--- config.mk ---
export PLATFORM = sky130hd
export DESIGN_NAME = cas_counter
export DESIGN_NICKNAME = d
export VERILOG_FILES = /design/src/verilog/cas_counter.v
export VERILOG_INCLUDE_DIRS = /design/src /design/src/verilog
export SDC_FILE = /design/constraint.sdc
export NUM_CORES = 1
export LEC_CHECK = 0
export ABC_AREA = 1
export BUFFER_PORTS_ARGS = -buffer_cell sky130_fd_sc_hd__buf_2
export CAP_MARGIN = 15
export CELL_PAD_IN_SITES_DETAIL_PLACEMENT = 0
export CELL_PAD_IN_SITES_GLOBAL_PLACEMENT = 1
export CORE_ASPECT_RATIO = 1.4
export CORE_UTILIZATION = 42
export CTS_BUF_LIST = sky130_fd_sc_hd__clkbuf_8
export CTS_CLUSTER_DIAMETER = 200
export DETAILED_ROUTE_END_ITERATION = 8
export GPL_TIMING_DRIVEN = 0
export PLACE_DENSITY = 0.85
export SYNTH_ARGS = -nofsm -noshare
export SYNTH_HDL_FRONTEND = slang
export SYNTH_SLANG_ARGS = --single-unit
--- constraint.sdc ---
create_clock -name clock_i -period 7.35 [get_ports clock_i]
set_input_delay 1.1025 -clock clock_i [delete_from_list [all_inputs] [get_ports clock_i]]
set_output_delay 1.1025 -clock clock_i [all_outputs]
set_load 0.05 [all_outputs]
--- src/verilog/cas_defines.vh ---
// Functional notes
// - No input or output function starts before the counter is armed; the code exports the sample strobe and runs the prescaler while unarmed.
// - Buffered edge counting accumulates source edges as soon as armed.
// - Pulse-width measurement waits for gate after arming before measuring.
// - Output generation may require arm plus a separate start trigger.
// - Arm source selectable: software arm command or hardware arm input.
// - Hardware arm may come from another counter's internal output.
// - Sample strobe source internal or external; rising or falling edge selectable.
// - Sample strobe edge while sample buffer full flags overflow error.
// - Exported sample strobe is inverted before driving a function terminal.
// - Internal output pulses or toggles on each terminal count event.
// - Internal output polarity selectable for pulse and toggle behaviour; the code applies it to pulse behaviour only.
// - Generated pulses appear on the counter internal output.
// - Internal output and terminal count route to another counter's gate for cascading.
// - Source prescaler selectable as divide-by-8, divide-by-2 or disabled.
// - Prescaler wraps after eight or two edges; main counter counts rollovers.
// - Prescaler internal count is not readable.
// - Prescaling is unavailable when the source is an internal timebase.
// - 32-bit up/down counter; gate and async inputs synchronized before use.
// - 80 MHz mode: sync on rising edge, count lands on third edge, pipelined.
// - Slow mode: sync on delayed source edge, count on next source edge.
// - 20 MHz and 100 kHz timebases are divided from the 80 MHz timebase.
// - Selected source edge increments or decrements; B input may set direction.
`ifndef CAS_DEFINES_VH
`define CAS_DEFINES_VH
`define CAS_ADDR_CTRL 4'h0
`define CAS_ADDR_CMD 4'h4
`define CAS_ADDR_LOAD 4'h8
`define CAS_ADDR_STAT 4'hc
`define CAS_ADDR_COUNT 4'h0
`define CAS_ADDR_COUNT_HI 4'h4
`define CAS_CTRL_RESET 32'h0000_0000
`define CAS_F_MODE_LO 0
`define CAS_F_MODE_HI 1
`define CAS_F_HWARM_EN 2
`define CAS_F_ARMSRC 3
`define CAS_F_SRC_LO 4
`define CAS_F_SRC_HI 5
`define CAS_F_PRE_LO 6
`define CAS_F_PRE_HI 7
`define CAS_F_TOGGLE 8
`define CAS_F_POL 9
`define CAS_F_SMP_EXT 10
`define CAS_F_SMP_FALL 11
`define CAS_F_DIR_B 12
`define CAS_F_DOWN 13
`define CAS_F_SLOW 14
`define CAS_F_NEED_START 15
`define CAS_F_GATE_SRC 16
`define CAS_C_ARM 0
`define CAS_C_DISARM 1
`define CAS_C_START 2
`define CAS_C_CLR_OVF 3
`define CAS_BASE_HZ 80000000
`define CAS_TB20_HZ 20000000
`define CAS_TB100K_HZ 100000
`define CAS_DIV20 (`CAS_BASE_HZ / `CAS_TB20_HZ)
`define CAS_DIV100K (`CAS_BASE_HZ / `CAS_TB100K_HZ)
`define CAS_PRE8 3'h7
`define CAS_PRE2 3'h1
`define CAS_SYNC80_STAGES 2
`endif

--- src/verilog/cas_counter.v ---
`timescale 1ns/1ps
`default_nettype none
`include "cas_defines.vh"
// Clock is the 80 MHz base timebase domain; every function terminal input is synchronized.
module cas_counter #(
    parameter WIDTH = 32,
    parameter DIV20 = `CAS_DIV20,
    parameter DIV100K = `CAS_DIV100K
) (
    // Clock and reset.
    input wire clock_i,
    input wire reset_i,
    // AXI4-Lite slave.
    input wire [3:0] s_axi_awaddr,
    input wire s_axi_awvalid,
    output wire s_axi_awready,
    input wire [31:0] s_axi_wdata,
    input wire [3:0] s_axi_wstrb,
    input wire s_axi_wvalid,
    output wire s_axi_wready,
    output reg [1:0] s_axi_bresp,
    output reg s_axi_bvalid,
    input wire s_axi_bready,
    input wire [3:0] s_axi_araddr,
    input wire s_axi_arvalid,
    output wire s_axi_arready,
    output reg [31:0] s_axi_rdata,
    output reg [1:0] s_axi_rresp,
    output reg s_axi_rvalid,
    input wire s_axi_rready,
    // Function terminal inputs.
    input wire ext_source_i,
    input wire gate_i,
    input wire dir_b_i,
    input wire hardware_arm_input_i,
    input wire other_internal_output_i,
    input wire other_terminal_count_i,
    input wire counter_sample_strobe_int_i,
    input wire counter_sample_strobe_ext_i,
    input wire sample_buffer_full_i,
    // Outputs.
    output reg internal_output_o,
    output reg terminal_count_event_o,
    output reg function_terminal_strobe_o,
    output reg sample_strobe_o,
    output reg armed_o
);
////////////////////////////////////////////////////////////////////////////////
    reg [31:0] ctrl_q;
    reg [WIDTH-1:0] load_q;
    reg [WIDTH-1:0] count_q;
    reg overflow_q;
    reg aw_hold_q;
    reg w_hold_q;
    reg [3:0] awaddr_q;
    reg [31:0] wdata_q;
    reg [3:0] wstrb_q;
    wire wr_fire;
    reg [31:0] wr_val;
    integer i;
    reg [31:0] load_ext, count_ext;
    assign s_axi_awready = !aw_hold_q && !s_axi_bvalid;
    assign s_axi_wready = !w_hold_q && !s_axi_bvalid;
    assign s_axi_arready = !s_axi_rvalid;
    assign wr_fire = aw_hold_q && w_hold_q && !s_axi_bvalid;
    always @*
    begin
        load_ext = 32'h0000_0000;
        load_ext[WIDTH-1:0] = load_q;
        count_ext = 32'h0000_0000;
        count_ext[WIDTH-1:0] = count_q;
        wr_val = (awaddr_q == `CAS_ADDR_LOAD) ? load_ext : ctrl_q;
        for (i = 0; i < 4; i = i + 1)
        begin
            if (wstrb_q[i])
            begin
                wr_val[i*8 +: 8] = wdata_q[i*8 +: 8];
            end
        end
    end
    wire cmd_wr = wr_fire && awaddr_q == `CAS_ADDR_CMD;
    wire cmd_arm = cmd_wr && wstrb_q[0] && wdata_q[`CAS_C_ARM];
    wire cmd_disarm = cmd_wr && wstrb_q[0] && wdata_q[`CAS_C_DISARM];
    wire cmd_start = cmd_wr && wstrb_q[0] && wdata_q[`CAS_C_START];
    wire cmd_clr_ovf = cmd_wr && wstrb_q[0] && wdata_q[`CAS_C_CLR_OVF];
    wire load_wr = wr_fire && awaddr_q == `CAS_ADDR_LOAD;
    always @(posedge clock_i or posedge reset_i)
    begin
        if (reset_i)
        begin
            aw_hold_q <= 1'b0;
            w_hold_q <= 1'b0;
            awaddr_q <= 4'h0;
            wdata_q <= 32'h0000_0000;
            wstrb_q <= 4'h0;
            s_axi_bvalid <= 1'b0;
            s_axi_bresp <= 2'h0;
            ctrl_q <= `CAS_CTRL_RESET;
            load_q <= {WIDTH{1'b0}};
        end
        else
        begin
            if (s_axi_awvalid && s_axi_awready)
            begin
                aw_hold_q <= 1'b1;
                awaddr_q <= s_axi_awaddr;
            end
            if (s_axi_wvalid && s_axi_wready)
            begin
                w_hold_q <= 1'b1;
                wdata_q <= s_axi_wdata;
                wstrb_q <= s_axi_wstrb;
            end
            if (wr_fire)
            begin
                aw_hold_q <= 1'b0;
                w_hold_q <= 1'b0;
                s_axi_bvalid <= 1'b1;
                s_axi_bresp <= (awaddr_q == `CAS_ADDR_STAT) ? 2'h2 : 2'h0;
                if (awaddr_q == `CAS_ADDR_CTRL)
                begin
                    ctrl_q <= wr_val;
                end
                if (load_wr)
                begin
                    load_q <= wr_val[WIDTH-1:0];
                end
            end
            else if (s_axi_bvalid && s_axi_bready)
            begin
                s_axi_bvalid <= 1'b0;
            end
        end
    end
////////////////////////////////////////////////////////////////////////////////
// Timebase dividers.
    reg [7:0] div20_q;
    reg [15:0] div100k_q;
    wire tick80 = 1'b1;
    wire tick20 = div20_q == 8'h00;
    wire tick100k = div100k_q == 16'h0000;
    always @(posedge clock_i or posedge reset_i)
    begin
        if (reset_i)
        begin
            div20_q <= 8'h00;
            div100k_q <= 16'h0000;
        end
        else
        begin
            div20_q <= tick20 ? DIV20[7:0] - 8'h01 : div20_q - 8'h01;
            div100k_q <= tick100k ? DIV100K[15:0] - 16'h0001 : div100k_q - 16'h0001;
        end
    end
////////////////////////////////////////////////////////////////////////////////
// Input synchronizers.
    reg [1:0] src_s_q, gate_s_q, b_s_q, harm_s_q, oio_s_q, otc_s_q, si_s_q, se_s_q, full_s_q;
    reg src_d_q, gate_d_q, harm_d_q, smp_d_q;
    wire gate_sel = ctrl_q[`CAS_F_GATE_SRC] ? (oio_s_q[1] | otc_s_q[1]) : gate_s_q[1];
    wire harm_sel = ctrl_q[`CAS_F_ARMSRC] ? oio_s_q[1] : harm_s_q[1];
    wire smp_sel = ctrl_q[`CAS_F_SMP_EXT] ? se_s_q[1] : si_s_q[1];
    always @(posedge clock_i or posedge reset_i)
    begin
        if (reset_i)
        begin
            src_s_q <= 2'h0;
            gate_s_q <= 2'h0;
            b_s_q <= 2'h0;
            harm_s_q <= 2'h0;
            oio_s_q <= 2'h0;
            otc_s_q <= 2'h0;
            si_s_q <= 2'h0;
            se_s_q <= 2'h0;
            full_s_q <= 2'h0;
            src_d_q <= 1'b0;
            gate_d_q <= 1'b0;
            harm_d_q <= 1'b0;
            smp_d_q <= 1'b0;
        end
        else
        begin
            src_s_q <= {src_s_q[0], ext_source_i};
            gate_s_q <= {gate_s_q[0], gate_i};
            b_s_q <= {b_s_q[0], dir_b_i};
            harm_s_q <= {harm_s_q[0], hardware_arm_input_i};
            oio_s_q <= {oio_s_q[0], other_internal_output_i};
            otc_s_q <= {otc_s_q[0], other_terminal_count_i};
            si_s_q <= {si_s_q[0], counter_sample_strobe_int_i};
            se_s_q <= {se_s_q[0], counter_sample_strobe_ext_i};
            full_s_q <= {full_s_q[0], sample_buffer_full_i};
            src_d_q <= src_s_q[1];
            gate_d_q <= gate_sel;
            harm_d_q <= harm_sel;
            smp_d_q <= smp_sel;
        end
    end
    wire [1:0] mode = ctrl_q[`CAS_F_MODE_HI:`CAS_F_MODE_LO];
    wire [1:0] src_sel = ctrl_q[`CAS_F_SRC_HI:`CAS_F_SRC_LO];
    wire [1:0] pre_sel = ctrl_q[`CAS_F_PRE_HI:`CAS_F_PRE_LO];
    wire gate_rise = gate_sel && !gate_d_q;
    wire harm_rise = harm_sel && !harm_d_q;
    wire ext_edge = src_s_q[1] && !src_d_q;
    wire smp_edge = ctrl_q[`CAS_F_SMP_FALL] ? (!smp_sel && smp_d_q) : (smp_sel && !smp_d_q);
////////////////////////////////////////////////////////////////////////////////
// Source selection and prescaler.
    reg [2:0] pre_q;
    reg raw_tick;
    always @*
    begin
        case (src_sel)
            2'h0: raw_tick = tick80;
            2'h1: raw_tick = tick20;
            2'h2: raw_tick = tick100k;
            default: raw_tick = ext_edge;
        endcase
    end
    wire pre_on = src_sel == 2'h3 && pre_sel != 2'h0;
    wire [2:0] pre_top = pre_sel == 2'h1 ? `CAS_PRE8 : `CAS_PRE2;
    wire pre_wrap = raw_tick && pre_q == pre_top;
    wire src_tick = pre_on ? pre_wrap : raw_tick;
    always @(posedge clock_i or posedge reset_i)
    begin
        if (reset_i)
        begin
            pre_q <= 3'h0;
        end
        else if (!pre_on)
        begin
            pre_q <= 3'h0;
        end
        else if (raw_tick)
        begin
            pre_q <= pre_wrap ? 3'h0 : pre_q + 3'h1;
        end
    end
////////////////////////////////////////////////////////////////////////////////
// Arm and run state machine; modes 0 edge count, 1 pulse width, 2 generation.
    localparam ST_IDLE = 4'h1;
    localparam ST_WAIT = 4'h2;
    localparam ST_RUN = 4'h4;
    localparam ST_DONE = 4'h8;
    reg [3:0] st_q;
    reg started_q;
    wire arm_evt = ctrl_q[`CAS_F_HWARM_EN] ? harm_rise : cmd_arm;
    always @(posedge clock_i or posedge reset_i)
    begin
        if (reset_i)
        begin
            st_q <= ST_IDLE;
            started_q <= 1'b0;
        end
        else if (cmd_disarm)
        begin
            st_q <= ST_IDLE;
            started_q <= 1'b0;
        end
        else
        begin
            if (cmd_start)
            begin
                started_q <= 1'b1;
            end
            case (st_q)
                ST_IDLE: if (arm_evt) st_q <= (mode == 2'h0) ? ST_RUN : ST_WAIT;
                ST_WAIT:
                begin
                    if (mode == 2'h1 && gate_rise) st_q <= ST_RUN;
                    if (mode == 2'h2 && (started_q || cmd_start || !ctrl_q[`CAS_F_NEED_START])) st_q <= ST_RUN;
                end
                ST_RUN: if (mode == 2'h1 && !gate_sel) st_q <= ST_DONE;
                ST_DONE: st_q <= ST_DONE;
                default: st_q <= ST_IDLE;
            endcase
        end
    end
////////////////////////////////////////////////////////////////////////////////
// Counting pipeline and terminal count.
    reg [`CAS_SYNC80_STAGES-1:0] pipe_q;
    wire fast = !ctrl_q[`CAS_F_SLOW];
    wire cnt_en = st_q == ST_RUN && (mode != 2'h1 || gate_sel);
    wire cnt_now = fast ? pipe_q[`CAS_SYNC80_STAGES-1] : (cnt_en && src_tick);
    wire down = ctrl_q[`CAS_F_DIR_B] ? !b_s_q[1] : ctrl_q[`CAS_F_DOWN];
    wire tc = cnt_now && (mode == 2'h2 ? count_q == {WIDTH{1'b0}} : (down ? count_q == {WIDTH{1'b0}} : &count_q));
    always @(posedge clock_i or posedge reset_i)
    begin
        if (reset_i)
        begin
            pipe_q <= {`CAS_SYNC80_STAGES{1'b0}};
            count_q <= {WIDTH{1'b0}};
            terminal_count_event_o <= 1'b0;
            internal_output_o <= 1'b0;
            armed_o <= 1'b0;
        end
        else
        begin
            pipe_q <= {pipe_q[`CAS_SYNC80_STAGES-2:0], cnt_en && src_tick};
            armed_o <= st_q != ST_IDLE;
            terminal_count_event_o <= tc;
            if (load_wr || (st_q == ST_IDLE && arm_evt))
            begin
                count_q <= load_wr ? wr_val[WIDTH-1:0] : load_q;
            end
            else if (cnt_now)
            begin
                if (mode == 2'h2)
                begin
                    count_q <= tc ? load_q : count_q - {{(WIDTH-1){1'b0}}, 1'b1};
                end
                else
                begin
                    count_q <= down ? count_q - {{(WIDTH-1){1'b0}}, 1'b1} : count_q + {{(WIDTH-1){1'b0}}, 1'b1};
                end
            end
            if (ctrl_q[`CAS_F_TOGGLE])
            begin
                internal_output_o <= (tc ? !(internal_output_o ^ ctrl_q[`CAS_F_POL]) :
                    (internal_output_o ^ ctrl_q[`CAS_F_POL])) ^ ctrl_q[`CAS_F_POL];
            end
            else
            begin
                internal_output_o <= tc ^ ctrl_q[`CAS_F_POL];
            end
        end
    end
////////////////////////////////////////////////////////////////////////////////
// Sample strobe, overflow and register reads.
    always @(posedge clock_i or posedge reset_i)
    begin
        if (reset_i)
        begin
            overflow_q <= 1'b0;
            sample_strobe_o <= 1'b0;
            function_terminal_strobe_o <= 1'b1;
            s_axi_rvalid <= 1'b0;
            s_axi_rdata <= 32'h0000_0000;
            s_axi_rresp <= 2'h0;
        end
        else
        begin
            sample_strobe_o <= smp_edge && st_q != ST_IDLE;
            function_terminal_strobe_o <= !smp_sel;
            if (smp_edge && st_q != ST_IDLE && full_s_q[1])
            begin
                overflow_q <= 1'b1;
            end
            else if (cmd_clr_ovf)
            begin
                overflow_q <= 1'b0;
            end
            if (s_axi_arvalid && s_axi_arready)
            begin
                s_axi_rvalid <= 1'b1;
                s_axi_rresp <= 2'h0;
                case (s_axi_araddr)
                    `CAS_ADDR_CTRL: s_axi_rdata <= ctrl_q;
                    `CAS_ADDR_LOAD: s_axi_rdata <= load_ext;
                    `CAS_ADDR_STAT: s_axi_rdata <= count_ext;
                    `CAS_ADDR_CMD: s_axi_rdata <= {28'h0000000, overflow_q, started_q, internal_output_o, armed_o};
                    default:
                    begin
                        s_axi_rdata <= 32'h0000_0000;
                        s_axi_rresp <= 2'h2;
                    end
                endcase
            end
            else if (s_axi_rvalid && s_axi_rready)
            begin
                s_axi_rvalid <= 1'b0;
            end
        end
    end
endmodule
`default_nettype wire

==> run summary, run 1 <==
Final HPWL DP: 35.0 mm
DRC: 0
Initial Util: 0.428
RSZ-0062 raised after global routing: no
synthesized area per cell: 7.29 um2
required time of the critical path: 7800 ps
Main synth FF type: dfrtp_1
Clock transition at path regs: 70 ps
crit start category: flip-flop
I/O Pins: 106
CTS buffer count: 39
GRT Total Usage: 0.270
Cells after Synth: 1,899
DP Area: 15,000 um2
post-synth top area share: 0.423
core box area: 32,400 um2
gr ovfl total: 0
final hold viol count: 0
Resize count post-CTS: 0
Buffers on Ports: 103
root buffer cell: clkbuf_8
leak pwr: 8.05 nW
smallest hold slack: 343 ps
slew margin rel.: 0.425
Crit-path slowest cell: clkinv_1
synth top area cells: dfrtp_1, nand2_1, inv_1
CP Class: flip-flop to flip-flop
antenna cell count: 0
Setup violations, final: 0
Hold Buf Count CTS: 0
share of cells above drive strength 1: 0.144
Die ar.: 33,700 um2
crit-path cells: inv_1, nand2_1, nand2_2, clkinv_1, nor2_1, nand3_1, o21ai_1, nand4_1, nand3_1, nand2_1
register area: 5910 um2
post-synthesis cell area: 13,900 um2
fin crit share: 0.377
peak supply drop: 0.000288 V
ys async rst share: 1.00
gpl congestion: 0.975
status: finished clean
clk_skew: 22.5 ps
Max FO, Critical Path: 10
vias per cell: 5.20
Fillers: 3,374
num rows: 78
CTS H-tree lvls: 2
Multi-input gate area: 6520 um2
final layout net count: 2,118
#FFs+latches synth: 236
worst-margin pin slew: 855 ps
wire per inst: 17.6 um
clk sink count: 236
Finished Cell Area: 15,800 um2
Yosys cell types: 47
Total Neg Setup Slack: 0 ps
Power per Cell Area: 395 nW/um2
post-route ant nets: 0
Synth area leader: dfrtp_1
synth warn: 0
post-CTS setup buffers: 0
global-route wire length before repair: 70.1 mm
DIE WIDTH: 155 um
CTS tree: yes
final wirelength: 44.3 mm
Fmax achieved: 361 MHz
Final Util: 0.489
Worst path max stage delay: 440 ps
sequential area share after synthesis: 0.427
CP endpoint kind: flip-flop
Hold/Removal Path Class: flip-flop to flip-flop
antenna violations before repair: 0
Layout Area Growth over Synthesis: 14.4%
number of max-cap violations: 0
Final min period: 2770 ps
Worst EP arrival: 3220 ps
vias in the first global route: 12,700
starting DRC count in detailed routing: 991
maximum number of pins on one net before global-route repair: 43
post-route insts no fill: 2,519
Slew Viols, Final: 0
via count: 13,100
Post-synth EDFFs: 0
number of iterations in the first detailed-routing pass: 5
die height: 217 um
worst skew pair latency: 560 ps
Bufs on Longest Clock Path: 3
placed insts: 2,449
critical path, delay by kind of cell, from the launching register on:
family	cells	cell delay, ps
flops	1	410
simple gates	7	1360
buf+inv	2	580
compound gates	1	300
cell usage in the layout, fill, tap and decap left out, types with 3 or more instances in the layout:
cell       Yosys  routed
a221oi_1      20      20
nand3b_1       6       6
clkinv_2       0       5
buf_6          4       4
xnor2_1        5       5
nand3_1      113     113
ha_1           8       8
inv_1        238     250
nor2_2         7       7
nand4_1       26      26
o21ai_1       29      29
dfrtp_1      234     234
and3_1         3       3
a21oi_1       56      56
o2111ai_1      4       4
a31oi_1        4       4
nor3_2         5       5
nor4_1         6       6
buf_12         0       6
o22ai_1        8       8
o21ai_0      172     172
nor2_4         4       4
clkbuf_1      35      35
nor3_1        28      28
nand2_1      525     525
nor2_1       176     176
inv_2          6       6
xor2_1        31      31
nand2_2        5       5
o211ai_1      31      31
buf_2         38     141
mux2_2        32      32
buf_4         16      16
clkbuf_8       0      50
metal layers:
metal | part of all wire | GRT usage | wire length (um)
met4 | 0.045 | 0.129 | 1990
met3 | 0.048 | 0.0251 | 2130
met1 | 0.42 | 0.347 | 18600
met5 | 0 | 0 | 0
met2 | 0.49 | 0.455 | 21500
Yosys cell counts, drive strengths merged, types with 31 or more instances:
| cell type | n |
|---|---|
| nand2 | 532 |
| inv | 244 |
| dfrtp | 234 |
| o21ai | 202 |
| nor2 | 187 |
| nand3 | 115 |
| buf | 59 |
| a21oi | 57 |
| clkbuf | 37 |
| nor3 | 35 |
| mux2 | 33 |
| o211ai | 31 |
| xor2 | 31 |
registers in the layout, indices dropped and copies added, names as in the netlist, 3 cells and up:
signal / flops
div100k_q: 16
load_ext: 32
ctrl_q: 32
s_axi_rdata: 32
wstrb_q: 4
wdata_q: 32
pre_q: 3
div20_q: 8
awaddr_q: 4
st_q: 4
count_ext: 32
report_power, final:
part | switching, mW | leakage, nW | total (mW) | internal [mW]
sequential | 0.315 | 2.99 | 2.02 | 1.71
clock | 0.545 | 0.463 | 1.19 | 0.646
combinational | 2.11 | 4.60 | 3.05 | 0.941
per-stage QoR:
step	total power, mW	setup slack [ps]
finish	6.26	4580
CTS	6.24	4590
global placement	4.99	1710
detailed placement	5.03	4090
global route	6.71	4460
floorplan	4.11	3160
cell type report:
type,instances,area share
timing repair buffer,109,0.0401
sequential,236,0.373
clock inverter,20,0.00703
buffer,96,0.0316
tap,440,0.0347
inverter,246,0.0585
multi-input combinational,1322,0.412
clock buffer,50,0.0434
final timing paths:
check | depth (start not counted) | to | from | slack, ps
setup reg to reg | 10 | count_ext[0] | ctrl_q[0] | 4580
setup / recovery | 10 | count_ext[0] | ctrl_q[0] | 4580
hold / removal | 0 | se_s_q[1] | se_s_q[0] | 340
min in group asynchronous | 2 | wdata_q[10] | reset_i | 620
max in group asynchronous | 4 | st_q[0] | reset_i | 5800
hold reg to reg | 0 | se_s_q[1] | se_s_q[0] | 340
cells by family after synthesis:
group                      synth area share
adders and majority gates           0.00723
and+or+nand+nor                       0.279
DFF                                   0.427
other                              0.000271
AOI/OAI and AO/OA                     0.133
muxes                                0.0285
xor gates and xnor gates             0.0228
buffers and inverters                 0.103
Note: power is estimated with default switching activity, not from simulation.
==> run 2: changes to the inputs <==
- ABC_AREA: 1 -> 0
- CORE_UTILIZATION: 42 -> 44
- clock period: 7.35 -> 2.4 ns (I/O delays scaled with it)
==> run summary, run 2 <==
post-synthesis cell area: 12,700 um2 (-8.1%)
final layout net count: 1,585 (-25%)
Die ar.: 29,600 um2 (-12%)
placed insts: 1,779 (-27%)
Final WS setup: -406 ps (-4990 ps)
clk sink count: 236 (unchanged)
die height: 203 um (-6.3%)
most common cell after layout, fill and taps aside: dfrtp_1
Flop pwr share: 0.372 (+0.049)
CTS tree: yes
share of cells above drive strength 1: 0.326 (+0.182)
Synth Area in Simple Gates: 0.178 (-0.100)
via count: 11,600 (-11%)
WL met3: 2.52 mm (+18%)
DRC: 0 (unchanged)
Power per Cell Area: 1040 nW/um2 (+160%)
Setup violations, final: 34 (+34)
failing checks: setup timing
Slew Viols, Final: 0 (unchanged)
global-route wire length before repair: 69.4 mm (-0.97%)
CP endpoint kind: flip-flop
adder-cell share of the synthesized area: 0.00786 (+0.000635)
I/O Pins: 106 (unchanged)
Switching Share: 0.426 (-0.0484)
largest family of logic cells by synthesized area: compound AO/OA/AOI/OAI gates
worst-margin pin slew: 1060 ps (+210 ps)
slew margin rel.: 0.288 (-0.137)
most frequent cell after synthesis: dfrtp_1
gpl congestion: 0.985 (+0.96%)
fin crit share: 1.17 (+0.793)
antenna cell count: 0 (unchanged)
gr ovfl total: 0 (unchanged)
Bufs on Longest Clock Path: 3 (unchanged)
Max Used Layer: met4
most frequent cells in the layout: dfrtp_1, nand2_1, buf_2
area fraction in compound gates after synthesis: 0.183 (+0.0495)
Buffers on Ports: 101 (-1.9%)
Logic pwr share: 0.435 (-0.052)
Clock transition at path regs: 60 ps (about the same)
smallest hold slack: 30.0 ps (-313 ps)
WL met1: 16.8 mm (-10%)
synth warn: 0 (unchanged)
Finished Cell Area: 16,100 um2 (+1.7%)
clk_skew: 14.5 ps (-8.06 ps)
Yosys cell types: 83 (+77%)
Worst EP arrival: 3240 ps (+20 ps)
post-route ant nets: 0 (unchanged)
Commonest cells post-synth: dfrtp_1, nand2_1, mux2_2, o21ai_0, nor2_1
sequential area share after synthesis: 0.464 (+0.0375)
num rows: 73 (-6.4%)
final wirelength: 44.8 mm (+1.1%)
switching power: 7.11 mW (+140%)
maximum number of pins on one net before global-route repair: 44 (+2.3%)
crit start category: flip-flop
leak pwr: 7.00 nW (-13%)
synth top area cells: dfrtp_1, mux2_2, nand2_1
Final min period: 2810 ps (+37.0 ps)
RSZ-0062 raised after global routing: yes
required time of the critical path: 2830 ps (-4970 ps)
post-synth top area share: 0.460 (+0.0371)
wire per inst: 23.4 um (+33%)
#FFs+latches synth: 236 (unchanged)
worst skew pair latency: 560 ps (about the same)
clock power share: 0.193 (+0.003)
ys async rst share: 1.00 (unchanged)
peak supply drop: 0.000380 V (+32%)
root buffer cell: clkbuf_8
Synth area leader: dfrtp_1
Max FO, Critical Path: 10 (unchanged)
DIE WIDTH: 146 um (-6.2%)
Internal Power: 9.60 mW (+190%)
CTS buffer count: 38 (-2.6%)
met2 WL: 21.9 mm (+1.7%)
Hold/Removal Path Class: input port to flip-flop
post-synthesis xor/xnor area fraction: 0.0275 (+0.00475)
number of iterations in the first detailed-routing pass: 6 (+1)
CP Class: flip-flop to flip-flop
number of max-cap violations: 0 (unchanged)
Cells after Synth: 1,295 (-32%)
starting DRC count in detailed routing: 865 (-13%)
core box area: 28,400 um2 (-12%)
vias in the first global route: 12,000 (-5.0%)
Layout Area Growth over Synthesis: 26.5%
Post-synth EDFFs: 0 (unchanged)
status: finished with violations
Fillers: 2,548 (-24%)
Final HPWL DP: 31.5 mm (-10%)
post-synthesis mux area share: 0.102 (+0.0733)
antenna violations before repair: 0 (unchanged)
Initial Util: 0.448 (+0.0207)
vias per cell: 6.05 (+16%)
GRT Total Usage: 0.307 (+0.0369)
Power Total: 16.7 mW (+170%)
Fmax achieved: 356 MHz (-1.3%)
post-route insts no fill: 1,917 (-24%)
Main synth FF type: dfrtp_1
CTS H-tree lvls: 2 (unchanged)
Final Util: 0.567 (+0.0781)
DP Area: 14,000 um2 (-7.1%)
synthesized area per cell: 9.83 um2 (+35%)
final hold viol count: 0 (unchanged)
==> run 2: timing repair <==
action	in CTS	in global routing
resized for setup	117	67
pin swaps	39	35
gates cloned	4	1
hold buffers	12	0
setup buffers	47	18
endpoints found under the hold margin	42	0
endpoints found under the setup margin	129	60
==> run 2: final timing paths <==
path | end | from | slack (ps) | cells past startpoint
max in group asynchronous | function_terminal_strobe_o | reset_i | 870 | 5
hold / removal | wdata_q[8] | s_axi_wdata[8] | 30 | 2
min in group asynchronous | s_axi_bresp[1] | reset_i | 510 | 3
setup / recovery | count_ext[6] | ctrl_q[1] | -410 | 6
setup reg to reg | count_ext[6] | ctrl_q[1] | -410 | 6
hold reg to reg | si_s_q[1] | si_s_q[0] | 350 | 0
==> run 2: cell type report <==
class,instances,area [um2],area share
sequential,236,5910,0.367
buffer,81,474,0.0294
timing repair buffer,189,1510,0.0934
clock inverter,22,91.3,0.00567
multi-input combinational,948,6970,0.433
inverter,23,95.1,0.00590
tap,375,469,0.0291
clock buffer,43,592,0.0367
==> run 2: worst max-delay path, cell delays in order, from the launching register on <==
cell and delay [ps]:
dfrtp_1 460, nor2b_1 450, clkbuf_1 680, clkbuf_2 490, nand3_4 280, o22ai_2 270
a21oi_2 40
==> run 2: kinds of logic after synthesis <==
logic type / count (synthesis)
and+or+nand+nor: 439
AOI/OAI and AO/OA: 343
DFF: 236
muxes: 116
buffers and inverters: 112
xor gates and xnor gates: 40
adders and majority gates: 8
other: 1
==> run 2: power by group through the flow <==
stage / combinational [mW] / sequential (mW) / clock, mW
floorplan: 4.19 / 6.09 / 0
global placement: 6.07 / 6.11 / 0
global route: 7.74 / 6.35 / 3.48
finish: 7.27 / 6.22 / 3.23
CTS: 6.86 / 6.10 / 3.30
detailed placement: 6.18 / 6.14 / 0
==> run 2: per-stage QoR <==
step,setup slack [ps],TNS (ps)
2_1_floorplan,-1050,-249290
3_5_place_dp,-1670,-99030
3_3_place_gp,-2500,-691190
5_1_grt,-442,-12540
6_report,-406,-10060
4_1_cts,-324,-8760
==> run 2: layer usage <==
layer / track usage / up-vias
met2: 0.525 / 460
met4: 0.235 / 0
met5: 0 / -
met1: 0.337 / 5706
li1: - / 5245
met3: 0.0573 / 188
==> run 3: changes to the inputs <==
- clock period: 2.4 -> 2.39 ns (I/O delays scaled with it)
==> run summary, run 3 (synthesis gave the netlist of run 2 again) <==
number of max-cap violations: 0 (unchanged)
DRC: 0 (unchanged)
post-route insts no fill: 1,941 (+1.3%)
dpl ws: -1830 ps (-164 ps)
Max FO, Critical Path: 7 (-3)
clk sink count: 236 (unchanged)
Final Util: 0.584 (+0.0165)
CTS buffer count: 39 (+2.6%)
Switching Share: 0.420 (-0.00513)
CP endpoint kind: flip-flop
Worst Reg2Reg Path Length in Cells: 9 (+3)
Flop pwr share: 0.360 (-0.012)
Worst R2R Start: count_ext[1]
Worst path max stage delay: 590 ps (-90 ps)
GRT Total Usage: 0.309 (+0.00282)
global-route wire length before repair: 69.8 mm (+0.51%)
status: finished with violations
Die ar.: 29,600 um2 (unchanged)
Fmax achieved: 358 MHz (+0.53%)
final wirelength: 45.7 mm (+1.9%)
most common cell after layout, fill and taps aside: dfrtp_1
CP startpoint: count_ext[1]
failing checks: setup timing
Logic pwr share: 0.430 (-0.005)
Worst EP arrival: 3230 ps (about the same)
CTS tree: yes
CTS H-tree lvls: 2 (unchanged)
crit-path cells: ha_2, and3_2, nand4_1, or4_4, o21a_4, buf_12, mux2_4, o22ai_2, a21oi_2
wire per inst: 23.5 um (+0.64%)
num rows: 73 (unchanged)
CP Class: flip-flop to flip-flop
vias in the first global route: 11,800 (-2.0%)
slew margin rel.: 0.256 (-0.0320)
Crit-path slowest cell: or4_4
die height: 203 um (unchanged)
number of iterations in the first detailed-routing pass: 5 (-1)
vias per cell: 6.06 (+0.16%)
starting DRC count in detailed routing: 852 (-1.5%)
core box area: 28,400 um2 (unchanged)
Clock transition at path regs: 70 ps (about the same)
Layout Area Growth over Synthesis: 30.2%
final hold viol count: 0 (unchanged)
RSZ-0062 raised after global routing: yes
maximum number of pins on one net before global-route repair: 43 (-2.3%)
Final HPWL DP: 31.7 mm (+0.86%)
Initial Util: 0.448 (unchanged)
I/O Pins: 106 (unchanged)
via count: 11,800 (+1.4%)
clk_skew: 17.0 ps (+2.48 ps)
leak pwr: 7.17 nW (+2.5%)
antenna violations before repair: 1 (+1)
crit start category: flip-flop
Final min period: 2790 ps (-14.8 ps)
Bufs on Longest Clock Path: 3 (unchanged)
placed insts: 1,782 (+0.17%)
Setup violations, final: 34 (unchanged)
Internal Power: 10.1 mW (+4.8%)
peak supply drop: 0.000464 V (+22%)
worst r2r dst: count_ext[4]
final layout net count: 1,606 (+1.3%)
internal reg-to-reg setup slack: -400 ps (about the same)
Final WS setup: -402 ps (+4.77 ps)
worst-margin pin slew: 1110 ps (+47.9 ps)
gpl congestion: 0.980 (-0.46%)
root buffer cell: clkbuf_8
clock power share: 0.210 (+0.017)
CP endpoint: count_ext[4]
fin crit share: 1.17 (-0.00129)
gr ovfl total: 0 (unchanged)
antenna cell count: 0 (unchanged)
Slew Viols, Final: 0 (unchanged)
share of cells above drive strength 1: 0.352 (+0.0269)
Hold/Removal Path Class: input port to flip-flop
DIE WIDTH: 146 um (unchanged)
DP Area: 14,000 um2 (+0.20%)
Buffers on Ports: 101 (unchanged)
worst skew pair latency: 560 ps (about the same)
post-route ant nets: 0 (unchanged)
required time of the critical path: 2820 ps (about the same)
switching power: 7.30 mW (+2.6%)
Finished Cell Area: 16,600 um2 (+2.9%)
most frequent cells in the layout: dfrtp_1, nand2_1, buf_2
Power per Cell Area: 1050 nW/um2 (+0.91%)
-- run 3: cell count changes in the layout (fill, tap and decap cells not counted), sizes merged --
cell	delta
buf	+18
clkbuf	+9
inv	-5
bufinv	+1
clkinv	+1
-- run 3: cell type report --
cell class                 count  area (um2)
sequential                   236        5910
tap                          375         469
buffer                        82         515
timing repair buffer         208        1630
clock buffer                  50         688
inverter                      23        95.1
multi-input combinational    948        7150
clock inverter                19         116
fill                        2499       11800
-- run 3: power by group through the flow --
stage	logic (mW)	registers, mW	clock network [mW]
detailed placement	6.23	6.17	0
CTS	7.07	6.14	3.74
global route	7.93	6.38	3.93
floorplan	4.21	6.12	0
global placement	6.11	6.14	0
finish	7.46	6.25	3.65
-- run 3: critical path: cells and delay by family, from the launching register on --
kind	cells	cell delay (ps)
AOI/OAI and AO/OA	3	480
adders and majority gates	1	230
muxes	1	300
and+or+nand+nor	3	1010
DFF	1	480
buffers and inverters	1	160
-- run 3: repair_timing --
item,4_1_cts,5_1_grt
pin swaps,42,41
endpoints found under the setup margin,130,98
gates resized for setup,145,91
cloned,6,1
setup buffers,56,25
endpoints found under the hold margin,23,0
hold buffers,12,0
-- run 3: per-layer routing --
metal | GRT usage | vias up | share of wire
li1 | - | 5289 | -
met5 | 0 | - | 0.00035
met2 | 0.518 | 520 | 0.49
met1 | 0.362 | 5772 | 0.37
met3 | 0.0494 | 180 | 0.062
met4 | 0.221 | 2 | 0.079
-- run 3: stage by stage --
| step | TNS [ps] | total power [mW] | hold slack [ps] |
|---|---|---|---|
| final | -9020 | 17.4 | 26.1 |
| after global routing | -10790 | 18.2 | 3.34 |
| after CTS | -8770 | 16.9 | 0.467 |
| after detailed placement | -92780 | 12.4 | 335 |
| after global placement | -697510 | 12.2 | 337 |
| after floorplan | -251620 | 10.3 | 331 |
-- run 3: how the worst min path moves through the flow --
stage | startpoint | endpoint | cells after the start
2_1_floorplan | b_s_q[0] | b_s_q[1] | 0
3_5_place_dp | harm_s_q[0] | harm_s_q[1] | 0
5_1_grt | s_axi_wdata[12] | wdata_q[12] | 2
4_1_cts | s_axi_wdata[12] | wdata_q[12] | 2
3_3_place_gp | pipe_q[0] | pipe_q[1] | 0
6_report | s_axi_wdata[21] | wdata_q[21] | 2
